`src/hw/gpef_pkg.sv`:
```
// Constants, register map and carrier types for the port E/F block.
// Assumes a single 40 MHz clock and an AXI4-Lite master on the bus.
//
// How it works
// - Port E holds eight data latches, each pin steered by its direction bit.
// - Direction bit one enables the pin driver; zero leaves a Hi-Z input.
// - Reset clears all eight port E direction bits.
// - Port E data read gives latch where direction is one, else pin.
// - Latch writes with strobe bit 0 set always land; an input pin reads back unchanged.
// - Bit 7 is SPI clock, out as master, in as slave, else GPIO.
// - Bit 6 is SPI MOSI while SPI enabled, else GPIO.
// - Bit 5 is SPI MISO while SPI enabled, else GPIO.
// - Bit 4 is slave select unless SPI off or master without fault enable.
// - As SPI slave, the bit 4 direction bit has no effect on the pin.
// - Peripheral sets port E pin direction; direction bits still pick readback.
// - Bits 3 and 2 are timer A channels 1 and 0 when selected.
// - Bit 1 is SCI receive input while SCI enabled, else GPIO.
// - Bit 0 drives SCI transmit output while SCI enabled, else GPIO.
// - Port F holds seven data latches that reset leaves unchanged.
// - Port F direction bits enable drivers; reset clears them all.
// - Port F data read gives latch for outputs, pin for inputs.
// - Port F bits 3 to 0 are timer A channels 5 to 2 when selected.
// - Port F bits 5 and 4 are timer B channels 1 and 0 when selected.
// - Timer sets port F pin direction; direction bits still pick readback.
// - Port E has eight pins: two timer, two SCI, four SPI.

package gpef_pkg;

  // ****************************************************************
  // Widths
  // ****************************************************************
  localparam int AXI_ADDR_W = 8;
  localparam int AXI_DATA_W = 32;
  localparam int PE_W       = 8;
  localparam int PF_W       = 7;
  localparam int REG_W      = 8;
  localparam int IDX_W      = 6;
  localparam int TA_CH      = 6;
  localparam int TB_CH      = 2;

  // ****************************************************************
  // Register indices (byte address is four times the index)
  // ****************************************************************
  localparam logic [IDX_W-1:0] IDX_PORT_E_DATA = 6'h08;
  localparam logic [IDX_W-1:0] IDX_PORT_F_DATA = 6'h09;
  localparam logic [IDX_W-1:0] IDX_PORT_E_DIR  = 6'h0c;
  localparam logic [IDX_W-1:0] IDX_PORT_F_DIR  = 6'h0d;
  localparam logic [IDX_W-1:0] IDX_PORT_E_OWN  = 6'h0e;
  localparam logic [IDX_W-1:0] IDX_PORT_F_OWN  = 6'h0f;

  // ****************************************************************
  // Reset values
  // ****************************************************************
  localparam logic [PE_W-1:0] PE_DIR_RESET = 8'h00;
  localparam logic [PF_W-1:0] PF_DIR_RESET = 7'h00;

  // ****************************************************************
  // Bus responses
  // ****************************************************************
  localparam logic [1:0] RESP_OKAY   = 2'h0;
  localparam logic [1:0] RESP_DECERR = 2'h3;

  // ****************************************************************
  // Pin positions
  // ****************************************************************
  localparam int PE_SCLK = 7;
  localparam int PE_MOSI = 6;
  localparam int PE_MISO = 5;
  localparam int PE_SS   = 4;
  localparam int PE_TA1  = 3;
  localparam int PE_TA0  = 2;
  localparam int PE_RXD  = 1;
  localparam int PE_TXD  = 0;
  localparam int PF_TA2  = 0;
  localparam int PF_TB0  = 4;
  localparam int PF_TB1  = 5;

  // Edge/level select code that leaves a channel off its pin
  localparam logic [1:0] ELS_OFF = 2'h0;

  // ****************************************************************
  // Carrier types
  // ****************************************************************
  typedef struct packed {
    logic                   spiEnableBit;
    logic                   spiMasterSelect;
    logic                   modeFaultEnable;
    logic                   sciEnableBit;
    logic [TA_CH-1:0][1:0]  timerAEdgeLevel;
    logic [TB_CH-1:0][1:0]  timerBEdgeLevel;
  } gpef_periph_ctrl_t;

  typedef struct packed {
    logic              spiSclkOut;
    logic              spiMosiOut;
    logic              spiMisoOut;
    logic              sciTxdOut;
    logic [TA_CH-1:0]  timerAOut;
    logic [TA_CH-1:0]  timerAOe;
    logic [TB_CH-1:0]  timerBOut;
    logic [TB_CH-1:0]  timerBOe;
  } gpef_periph_drive_t;

  typedef struct packed {
    logic              spiSclkIn;
    logic              spiMosiIn;
    logic              spiMisoIn;
    logic              spiSlaveSelIn;
    logic              sciRxdIn;
    logic [TA_CH-1:0]  timerAIn;
    logic [TB_CH-1:0]  timerBIn;
  } gpef_periph_sense_t;

  typedef struct packed {
    logic                   awHeld;
    logic [AXI_ADDR_W-1:0]  awAddr;
    logic                   wHeld;
    logic [AXI_DATA_W-1:0]  wData;
    logic [3:0]             wStrb;
    logic                   bValid;
    logic [1:0]             bResp;
    logic                   rValid;
    logic [AXI_DATA_W-1:0]  rData;
    logic [1:0]             rResp;
    logic [PE_W-1:0]        eLatch;
    logic [PE_W-1:0]        eDir;
    logic [PF_W-1:0]        fLatch;
    logic [PF_W-1:0]        fDir;
  } gpef_state_t;

endpackage

```
`src/hw/gpef_ports.sv`:
```
// Port E and port F pin logic with AXI4-Lite register access.
// Assumes SPI, SCI and timers sit beside it and pads resolve out/oe.
//
// Our own choice: the AXI4-Lite interface to the registers.
`timescale 1ns/10ps
`default_nettype none

module gpef_ports
  import gpef_pkg::*;
(
  // Clock and reset
  input  wire logic                   clk,
  input  wire logic                   resetn,
  // AXI4-Lite write address
  input  wire logic [AXI_ADDR_W-1:0]  s_axi_awaddr,
  input  wire logic                   s_axi_awvalid,
  output logic                        s_axi_awready,
  // AXI4-Lite write data
  input  wire logic [AXI_DATA_W-1:0]  s_axi_wdata,
  input  wire logic [3:0]             s_axi_wstrb,
  input  wire logic                   s_axi_wvalid,
  output logic                        s_axi_wready,
  // AXI4-Lite write response
  output logic [1:0]                  s_axi_bresp,
  output logic                        s_axi_bvalid,
  input  wire logic                   s_axi_bready,
  // AXI4-Lite read address
  input  wire logic [AXI_ADDR_W-1:0]  s_axi_araddr,
  input  wire logic                   s_axi_arvalid,
  output logic                        s_axi_arready,
  // AXI4-Lite read data
  output logic [AXI_DATA_W-1:0]       s_axi_rdata,
  output logic [1:0]                  s_axi_rresp,
  output logic                        s_axi_rvalid,
  input  wire logic                   s_axi_rready,
  // Port E pins
  input  wire logic [PE_W-1:0]        portEIn,
  output logic      [PE_W-1:0]        portEOut,
  output logic      [PE_W-1:0]        portEOe,
  // Port F pins
  input  wire logic [PF_W-1:0]        portFIn,
  output logic      [PF_W-1:0]        portFOut,
  output logic      [PF_W-1:0]        portFOe,
  // Peripheral side
  input  wire gpef_periph_ctrl_t      periphCtrl,
  input  wire gpef_periph_drive_t     periphDrive,
  output gpef_periph_sense_t          periphSense
);

  // ****************************************************************
  // State
  // ****************************************************************
  gpef_state_t st;
  gpef_state_t next_st;

  logic [PE_W-1:0] eSync;
  logic [PF_W-1:0] fSync;

  // Pin ownership and peripheral drive
  logic            slaveSelOwned;
  logic [PE_W-1:0] eOwn;
  logic [PE_W-1:0] ePerOut;
  logic [PE_W-1:0] ePerOe;
  logic [PF_W-1:0] fOwn;
  logic [PF_W-1:0] fPerOut;
  logic [PF_W-1:0] fPerOe;

  // Read-back views of the data registers
  logic [PE_W-1:0] eView;
  logic [PF_W-1:0] fView;

  // Bus handshake terms
  logic awTake;
  logic wTake;
  logic arTake;
  logic awHave;
  logic wHave;
  logic [AXI_ADDR_W-1:0] wrAddr;
  logic [AXI_DATA_W-1:0] wrData;
  logic [3:0]            wrStrb;
  logic [IDX_W-1:0]      wrIdx;
  logic [IDX_W-1:0]      rdIdx;

  // ****************************************************************
  // Pin input synchronisers
  // ****************************************************************
  gpef_sync #(
    .W    (PE_W)
  ) u_sync_e (
    .clk  (clk),
    .din  (portEIn),
    .dout (eSync)
  );

  gpef_sync #(
    .W    (PF_W)
  ) u_sync_f (
    .clk  (clk),
    .din  (portFIn),
    .dout (fSync)
  );

  // ****************************************************************
  // Port E pin sharing
  // ****************************************************************
  // Slave select is free when SPI is off, or master without fault check
  assign slaveSelOwned = periphCtrl.spiEnableBit &&
         !(periphCtrl.spiMasterSelect &&
           !periphCtrl.modeFaultEnable);

  // Which port E pins a peripheral currently holds
  always_comb begin
    eOwn          = '0;
    eOwn[PE_SCLK] = periphCtrl.spiEnableBit;
    eOwn[PE_MOSI] = periphCtrl.spiEnableBit;
    eOwn[PE_MISO] = periphCtrl.spiEnableBit;
    eOwn[PE_SS]   = slaveSelOwned;
    eOwn[PE_TA1]  = periphCtrl.timerAEdgeLevel[1] != ELS_OFF;
    eOwn[PE_TA0]  = periphCtrl.timerAEdgeLevel[0] != ELS_OFF;
    eOwn[PE_RXD]  = periphCtrl.sciEnableBit;
    eOwn[PE_TXD]  = periphCtrl.sciEnableBit;
  end

  // Direction the peripheral imposes on each port E pin
  always_comb begin
    ePerOe          = '0;
    ePerOe[PE_SCLK] = periphCtrl.spiMasterSelect;
    ePerOe[PE_MOSI] = periphCtrl.spiMasterSelect;
    ePerOe[PE_MISO] = !periphCtrl.spiMasterSelect;
    ePerOe[PE_SS]   = 1'b0;
    ePerOe[PE_TA1]  = periphDrive.timerAOe[1];
    ePerOe[PE_TA0]  = periphDrive.timerAOe[0];
    ePerOe[PE_RXD]  = 1'b0;
    ePerOe[PE_TXD]  = 1'b1;
  end

  // Level the peripheral drives on each port E pin
  always_comb begin
    ePerOut          = '0;
    ePerOut[PE_SCLK] = periphDrive.spiSclkOut;
    ePerOut[PE_MOSI] = periphDrive.spiMosiOut;
    ePerOut[PE_MISO] = periphDrive.spiMisoOut;
    ePerOut[PE_TA1]  = periphDrive.timerAOut[1];
    ePerOut[PE_TA0]  = periphDrive.timerAOut[0];
    ePerOut[PE_TXD]  = periphDrive.sciTxdOut;
  end

  // ****************************************************************
  // Port F pin sharing
  // ****************************************************************
  // Timer channels claim their pins when their select is not off
  always_comb begin
    fOwn    = '0;
    fPerOut = '0;
    fPerOe  = '0;
    for (int i = 0; i < TA_CH - 2; i++) begin
      fOwn[PF_TA2 + i] =
        periphCtrl.timerAEdgeLevel[i + 2] != ELS_OFF;
      fPerOut[PF_TA2 + i] = periphDrive.timerAOut[i + 2];
      fPerOe[PF_TA2 + i]  = periphDrive.timerAOe[i + 2];
    end
    for (int j = 0; j < TB_CH; j++) begin
      fOwn[PF_TB0 + j] =
        periphCtrl.timerBEdgeLevel[j] != ELS_OFF;
      fPerOut[PF_TB0 + j] = periphDrive.timerBOut[j];
      fPerOe[PF_TB0 + j]  = periphDrive.timerBOe[j];
    end
  end

  // ****************************************************************
  // Pad drive
  // ****************************************************************
  // Owner picks the level; free pins follow latch and direction
  assign portEOut = (eOwn & ePerOut) | (~eOwn & st.eLatch);
  assign portEOe  = (eOwn & ePerOe) | (~eOwn & st.eDir);
  assign portFOut = (fOwn & fPerOut) | (~fOwn & st.fLatch);
  assign portFOe  = (fOwn & fPerOe) | (~fOwn & st.fDir);

  // Synchronised pin levels go back to the peripherals
  always_comb begin
    periphSense.spiSclkIn     = eSync[PE_SCLK];
    periphSense.spiMosiIn     = eSync[PE_MOSI];
    periphSense.spiMisoIn     = eSync[PE_MISO];
    periphSense.spiSlaveSelIn = eSync[PE_SS];
    periphSense.sciRxdIn      = eSync[PE_RXD];
    periphSense.timerAIn      = {fSync[PF_TB0-1:PF_TA2],
                                 eSync[PE_TA1:PE_TA0]};
    periphSense.timerBIn      = fSync[PF_TB1:PF_TB0];
  end

  // ****************************************************************
  // Read-back views
  // ****************************************************************
  // Direction bit picks latch or pin even for peripheral-held pins
  assign eView = (st.eDir & st.eLatch) | (~st.eDir & eSync);
  assign fView = (st.fDir & st.fLatch) | (~st.fDir & fSync);

  // ****************************************************************
  // Bus handshake
  // ****************************************************************
  // Address and data are taken independently while no answer waits
  assign s_axi_awready = !st.awHeld && !st.bValid;
  assign s_axi_wready  = !st.wHeld && !st.bValid;
  assign s_axi_arready = !st.rValid;

  assign awTake = s_axi_awvalid && s_axi_awready;
  assign wTake  = s_axi_wvalid && s_axi_wready;
  assign arTake = s_axi_arvalid && s_axi_arready;
  assign awHave = st.awHeld || awTake;
  assign wHave  = st.wHeld || wTake;

  // Payload of the write in progress, held or arriving now
  assign wrAddr = st.awHeld ? st.awAddr : s_axi_awaddr;
  assign wrData = st.wHeld ? st.wData : s_axi_wdata;
  assign wrStrb = st.wHeld ? st.wStrb : s_axi_wstrb;
  assign wrIdx  = wrAddr[AXI_ADDR_W-1:2];
  assign rdIdx  = s_axi_araddr[AXI_ADDR_W-1:2];

  // Answer channels come straight from the state
  assign s_axi_bvalid = st.bValid;
  assign s_axi_bresp  = st.bResp;
  assign s_axi_rvalid = st.rValid;
  assign s_axi_rdata  = st.rData;
  assign s_axi_rresp  = st.rResp;

  // ****************************************************************
  // Next state
  // ****************************************************************
  // Bus slave and register file in one step
  always_comb begin
    next_st = st;

    // Write response retires on bready
    if (st.bValid && s_axi_bready) begin
      next_st.bValid = 1'b0;
    end

    // Capture halves of a write that arrive apart
    if (awTake) begin
      next_st.awHeld = 1'b1;
      next_st.awAddr = s_axi_awaddr;
    end
    if (wTake) begin
      next_st.wHeld = 1'b1;
      next_st.wData = s_axi_wdata;
      next_st.wStrb = s_axi_wstrb;
    end

    // Both halves present: update the register and answer
    if (awHave && wHave && !st.bValid) begin
      next_st.awHeld = 1'b0;
      next_st.wHeld  = 1'b0;
      next_st.bValid = 1'b1;
      next_st.bResp  = RESP_OKAY;
      unique case (wrIdx)
        IDX_PORT_E_DATA: begin
          if (wrStrb[0]) begin
            next_st.eLatch = wrData[PE_W-1:0];
          end
        end
        IDX_PORT_F_DATA: begin
          if (wrStrb[0]) begin
            next_st.fLatch = wrData[PF_W-1:0];
          end
        end
        IDX_PORT_E_DIR: begin
          if (wrStrb[0]) begin
            next_st.eDir = wrData[PE_W-1:0];
          end
        end
        IDX_PORT_F_DIR: begin
          if (wrStrb[0]) begin
            next_st.fDir = wrData[PF_W-1:0];
          end
        end
        IDX_PORT_E_OWN, IDX_PORT_F_OWN: begin
          next_st.bResp = RESP_OKAY; // Read-only, write dropped
        end
        default: begin
          next_st.bResp = RESP_DECERR;
        end
      endcase
    end

    // Read data retires on rready
    if (st.rValid && s_axi_rready) begin
      next_st.rValid = 1'b0;
    end

    // Read: sample the register on the address edge
    if (arTake) begin
      next_st.rValid = 1'b1;
      next_st.rResp  = RESP_OKAY;
      next_st.rData  = '0;
      unique case (rdIdx)
        IDX_PORT_E_DATA: next_st.rData[PE_W-1:0] = eView;
        IDX_PORT_F_DATA: next_st.rData[PF_W-1:0] = fView;
        IDX_PORT_E_DIR:  next_st.rData[PE_W-1:0] = st.eDir;
        IDX_PORT_F_DIR:  next_st.rData[PF_W-1:0] = st.fDir;
        IDX_PORT_E_OWN:  next_st.rData[PE_W-1:0] = eOwn;
        IDX_PORT_F_OWN:  next_st.rData[PF_W-1:0] = fOwn;
        default:         next_st.rResp = RESP_DECERR;
      endcase
    end

    // Synchronous reset: control cleared, data latches kept
    if (!resetn) begin
      next_st.awHeld = 1'b0;
      next_st.wHeld  = 1'b0;
      next_st.bValid = 1'b0;
      next_st.bResp  = RESP_OKAY;
      next_st.rValid = 1'b0;
      next_st.rResp  = RESP_OKAY;
      next_st.rData  = '0;
      next_st.eDir   = PE_DIR_RESET;
      next_st.fDir   = PF_DIR_RESET;
      next_st.eLatch = st.eLatch;
      next_st.fLatch = st.fLatch;
    end
  end

  // ****************************************************************
  // State register
  // ****************************************************************
  // One register for all block state
  always_ff @(posedge clk) begin
    st <= next_st;
  end

endmodule

`default_nettype wire

```
`src/hw/gpef_sync.sv`:
```
// Two-flop synchroniser for a group of pin levels.
// Assumes inputs are asynchronous to clk; output is stable two edges on.
`timescale 1ns/10ps
`default_nettype none

module gpef_sync #(
  parameter int W = 8
) (
  // Clock
  input  wire logic         clk,
  // Levels
  input  wire logic [W-1:0] din,
  output logic      [W-1:0] dout
);

  typedef struct packed {
    logic [W-1:0] stage1;
    logic [W-1:0] stage2;
  } gpef_sync_state_t;

  gpef_sync_state_t st;
  gpef_sync_state_t next_st;

  // Shift levels through two stages; only stage2 leaves the module
  always_comb begin
    next_st.stage1 = din;
    next_st.stage2 = st.stage1;
  end

  // Register stages
  always_ff @(posedge clk) begin
    st <= next_st;
  end

  assign dout = st.stage2;

endmodule

`default_nettype wire

```
`config.mk`:
```
export PLATFORM = sky130hd
export DESIGN_NAME = gpef_ports
export DESIGN_NICKNAME = d
export VERILOG_FILES = /design/src/hw/gpef_pkg.sv /design/src/hw/gpef_ports.sv /design/src/hw/gpef_sync.sv
export SDC_FILE = /design/constraint.sdc
export NUM_CORES = 1
export LEC_CHECK = 0
export BUFFER_PORTS_ARGS = -buffer_cell sky130_fd_sc_hd__buf_2
export CAP_MARGIN = 15
export CORE_MARGIN = 10
export CORE_UTILIZATION = 40
export DETAILED_ROUTE_END_ITERATION = 10
export PLACE_DENSITY = 0.72
export REMOVE_ABC_BUFFERS = 1
export SETUP_SLACK_MARGIN = 0.3
export SLEW_MARGIN = 40
export SYNTH_ARGS = -nofsm -noshare
export SYNTH_HDL_FRONTEND = slang
export SYNTH_SLANG_ARGS = --single-unit
```
`constraint.sdc`:
```
create_clock -name clk -period 2.3 [get_ports clk]
set_input_delay 0.115 -clock clk [delete_from_list [all_inputs] [get_ports clk]]
set_output_delay 0.115 -clock clk [all_outputs]
set_load 0.01 [all_outputs]
```
## After elaboration in Yosys (flattened, before gate mapping)

Cells that the tools add are included.

| word-level totals | value |
|---|---|
| bits in registers | 93 |
| bits of input ports | 114 |
| output and inout port bits | 84 |
| word-level logic and storage cells | 101 |

| operators by class | value |
|---|---|
| equality and inequality tests | 12 |
| multiplexer cells | 11 |
| bitwise operators | 23 |
| reduce and logical (&&, ||, !) cells | 37 |

Operators by type and width:

| operator | number |
|---|---|
| equality test 6 x 4 -> 1 bit (second input constant) | 12 |
| AND 8 bit | 6 |
| one-hot mux 7 bit (6 select lines) | 1 |
| 2-to-1 mux 35 bit | 1 |
| AND 7 bit | 4 |
| bitwise OR 8 bit | 3 |
| nonzero test 2 bit | 10 |
| 2-to-1 mux 8 bit | 2 |
| inverter 8 bit | 2 |
| bitwise OR 6 x 7 -> 7 bit | 2 |
| AND 6 bit | 2 |
| OR reduction 6 bit | 2 |
| logical AND 1 bit | 11 |
| AND reduction 4 bit | 2 |
| logical NOT 1 bit | 7 |
| inverter 6 -> 7 bit | 1 |
| inverter 7 bit | 1 |
| bitwise OR 7 bit | 1 |
| AND reduction 3 bit | 2 |
| 2-to-1 mux 2 bit | 2 |
| 2-to-1 mux 1 bit | 3 |
| 2-to-1 mux 3 bit | 1 |
| one-hot mux 1 bit (3 select lines) | 1 |
| logical OR 1 bit | 2 |
| other kinds (2) | 2 |

## Longest topological paths before layout

| logic depth | value |
|---|---|
| word-level depth | 7 |
| depth in mapped cells | 6 |
| mapped depth without buffers | 4 |

## Modules after synthesis

A second synthesis with hierarchy kept.

| second synthesis, totals | value |
|---|---|
| cells, all modules | 377 |
| area total of the unflattened synthesis | 4,013.8 um^2 |

Modules (own cells, without submodules):

| module | instances | cells each | area each (um^2) | seq. area each (um^2) |
|---|---|---|---|---|
| gpef_ports | 1 | 347 | 3,413.3 | 1,481.4 |
| gpef_sync (u_sync_e) | 1 | 16 | 320.3 | 320.3 |
| gpef_sync (u_sync_f) | 1 | 14 | 280.3 | 280.3 |

## Least setup slack after synthesis

No wires, ideal clock.

| timing path | value |
|---|---|
| path type | register -> register |
| start point | reg st[113] (netlist name) |
| end point | reg st[22] (netlist name) (enable) |
| library setup time | 0.395 ns |
| arrival | 1.858 ns |
| required time | 1.905 ns |
| setup slack | 0.048 ns |
| cell stages (with the launch flop) | 6 |
| path buffers | 1 |
| period minus slack after synthesis | 2.252 ns |
| path through | dfxtp_1 -> buf_6 -> and2b_4 -> a211oi_2 -> nand2_1 -> nor4_1 |

| between the ends | value |
|---|---|
| longest elaborated chain between the ends | 7 |
| elaborated cells on any way between the ends | 9 |
| those cells by class | 1 x eq/ne; 1 x mux; 7 x reduce/logical |

Ends and longest elaborated chain:

| what | RTL line | text |
|---|---|---|
| from (decl) | gpef_ports.sv:53 | `gpef_state_t st;` |
| from (signal assigned) | gpef_ports.sv:327 | `st <= next_st;` |
| logical NOT 1 bit | gpef_ports.sv:202 | `assign s_axi_awready = !st.awHeld && !st.bValid;` |
| logical AND 1 bit | gpef_ports.sv:202 |  |
| logical AND 1 bit | gpef_ports.sv:206 | `assign awTake = s_axi_awvalid && s_axi_awready;` |
| logical OR 1 bit | gpef_ports.sv:209 | `assign awHave = st.awHeld \|\| awTake;` |
| logical AND 1 bit (2 in series) | gpef_ports.sv:250 | `if (awHave && wHave && !st.bValid) begin` |
| AND reduction 4 bit (no line) * | - |  |

Mark *: on every way between the ends. The rest lies on a longest branch, timed or not.
A chain may end at the register's enable or synchronous reset.

## Worst setup path in the final report

| timing path | value |
|---|---|
| start point | reg st[113] (netlist name) |
| end point | reg st[29] (netlist name) (enable) |

Same word-level chain as after synthesis.

==> results.toml <==
[synthesis]
synth-simple-area-share_pct = 14.06
synth_top_family_by_area = "simple AND/OR/NAND/NOR gates"
muxShareOfSynthArea_pct = 13.12
synthXorXnorAreaFrac_pct = 0
synth-async-reset-ratio_pct = 0
ys_seq_elements = 89
ys_types = 51
ys.warnings.count = 0
post-synth-top-count-cell = "dfxtp_1"
yosysTopAreaCell = "dfxtp_1"
synth_ff_type = "dfxtp_1"
synth_compound_area_share_pct = 9.823
synth_commonest_cells = "59 x dfxtp_1, 52 x buf_4, 38 x nand2_1"
synthAdderAreaFrac_pct = 0
syn_inst = 387
synth-edff-count = 30
synth_area_um2 = 4101
synth_top_area_share_pct = 28.80
synthTopCellsByArea = "dfxtp_1 29%, edfxtp_1 22%, buf_4 9.5%"
seq_area_frac_synth_pct = 50.76
syn_avg_cell_area_um2 = 10.60

[timing]
maxSlewHeadroom_pct = 60.61
rsz0062_at_grt = "false"
max_slew.worst_pin.slew_ps = 589.7
fin_crit_sh_pct = 81.93
fmax_ghz = 0.5307
skew_ps = 11.82
post-route-min-period_ps = 1884
hold_viol = 0
tns_ps = 0
slew_viol_final = 0
fin_ws_ps = 415.6
setup_violations = 0

[layout]
area_growth_pct = 25.81
final_area_um2 = 5160
nets = 647
drive_gt1_share_pct = 39.41
seqCellArea_um2 = 2083
fin_cells = 671
n_antenna_cell = 0
fillers = 896
multi_input_area_um2 = 1625

[power]
power.share.clock_pct = 31.6
switching_share_pct = 27.25
switching_power_uw = 873.2
vdd_drop_max_mv = 0.3944
p_leak_nw = 2.219
seq_power_share_pct = 53.9
p_int_mw = 2.331
power_density_nw_per_um2 = 621.0
total_power_mw = 3.204
combPwrFrac_pct = 14.5

[floorplan]
dieWidth_um = 121.3
fp.dieH_um = 121.3
die_area_um2 = 14700
start_util_pct = 41.58
rows = 36
coreArea_um2 = 9864
io_pins = 198

[cts]
clk_path_buf_depth = 2
htreeDepth = 3
insertion_delay_ps = 360
path_clk_slew_ps = 90
cts_tree = "built"
cts-buffers-inserted = 9
clock_sinks = 89
cts_root_buf = "clkbuf_8"

[global_route]
grt_overflow = 0
grt_pass1_vias = 3429
grt_use_total_pct = 14.56
antenna_found_initial = 0
grt_pass1_wl_um = 17090
grt_max_degree = 33

[critical_path]
end_kind = "flip-flop"
cp_cell_sequence = "and2b_4 -> a211oi_2 -> nand2_1 -> nor4_2 -> buf_4"
cp_max_fo = 10
worst_setup_path_start_kind = "flip-flop"
cpLargestDelayFamily = "simple AND/OR/NAND/NOR gates"
cp.arrival_ps = 1950
critPathKind = "flip-flop to flip-flop"
cpPeakStageDelay_ps = 470
worst-path-buf-inv = 1
cp_slowest_cell = "dfxtp_2"
crit_required_ps = 2370

[route]
wirelength_um = 11130
ant_nets = 0
dr_total_vias = 3223
drt_iter0_drc = 165
drc = 0
drtPass1Iterations = 4
wl_per_cell_um = 16.59
vias_per_cell = 4.803

[place]
post-dp-hpwl_um = 8910
place.gp.congestion = 0.8247
dpl-instance-area_um2 = 4651
dp.cells = 623
place.port_buffers = 142
pre_cts_ws_ps = 214.9

[min_path]
min_path_type = "input port to flip-flop"

[status]
status = "finished, final reports clean"

[job]
drv_cap = 0
power groups by stage:
stage	logic, mW	registers, mW	clock network, mW
floorplan	0.203	1.77	0
global placement	0.413	1.76	0
detailed placement	0.421	1.76	0
CTS	0.463	1.73	1.04
global route	0.510	1.74	1.11
finish	0.465	1.73	1.01
stage by stage:
| stage | util, % | hold slack (ps) |
|---|---|---|
| after floorplan | - | 142.7 |
| after global placement | 47.15 | 218.7 |
| after detailed placement | 47.15 | 219.4 |
| after CTS | 52.16 | 0.2864 |
| after global routing | 52.31 | 0.3461 |
| final | 52.31 | 13.26 |
registers in the layout, summed over array words and instances, names as in the netlist:
register	count
s_axi_rdata	8
s_axi_bvalid	1
u_sync_f.next_st	7
s_axi_rvalid	1
u_sync_e.next_st	8
u_sync_f.dout	7
u_sync_e.dout	8
s_axi_bresp	1
s_axi_rresp	1
st	47
routing by layer:
metal / routed length [µm] / part of all wire [%] / GRT usage, % / up-vias
met1: 4265 / 38 / 15.59 / 1513
met4: 246 / 2.2 / 7.228 / 0
li1: - / - / - / 1579
met5: 0 / 0 / 0 / -
met3: 751 / 6.7 / 3.583 / 15
met2: 5867 / 53 / 26.09 / 116
cells by family after synthesis:
logic type	Yosys count
AND/OR/NAND/NOR	107
flip-flops	89
multiplexers	50
buffers and inverters	76
AO/OA/AOI/OAI	64
other	1
path summary, 6_finish.rpt:
kind	endpoint	start	slack, ps	cells after the start
setup / recovery	st[29]	st[113]	420	5
hold / removal	s_axi_rvalid	s_axi_rready	10	3
setup reg to reg	st[29]	st[113]	420	5
hold reg to reg	u_sync_e.dout[6]	u_sync_e.next_st[6]	330	0
cell type report:
type	count	area share (%)
multi-input combinational	245	31.50
inverter	9	0.6547
tap	133	3.225
clock buffer	9	2.401
sequential	89	40.37
clock inverter	7	1.188
timing repair buffer	179	20.66
placed cells by master (no fill, tap or decap), types with 20 or more instances in the layout:
master and n:
edfxtp_1 30, mux2_2 30, nor2_1 23, dlygate4sd3_1 31, dfxtp_1 58, mux2i_1 20, buf_2 142, o21ai_0 30
conb_1 24, nand2_1 38
what timing repair did:
action / in CTS / in global routing
gates resized for setup: 1 / 1
buffers inserted: 1 / 0
endpoints found under the setup margin: 20 / 4
endpoints found under the hold margin: 30 / 1
hold buffers: 30 / 1
cloned: 0 / 0
worst reg2reg max path: cells and delay by family (launching register included):
family	cells	cell delay [ps]
AO/OA/AOI/OAI	1	250
flip-flops	1	470
AND/OR/NAND/NOR	3	650
buffers and inverters	1	220
Note: power is estimated with default switching activity, not from simulation.
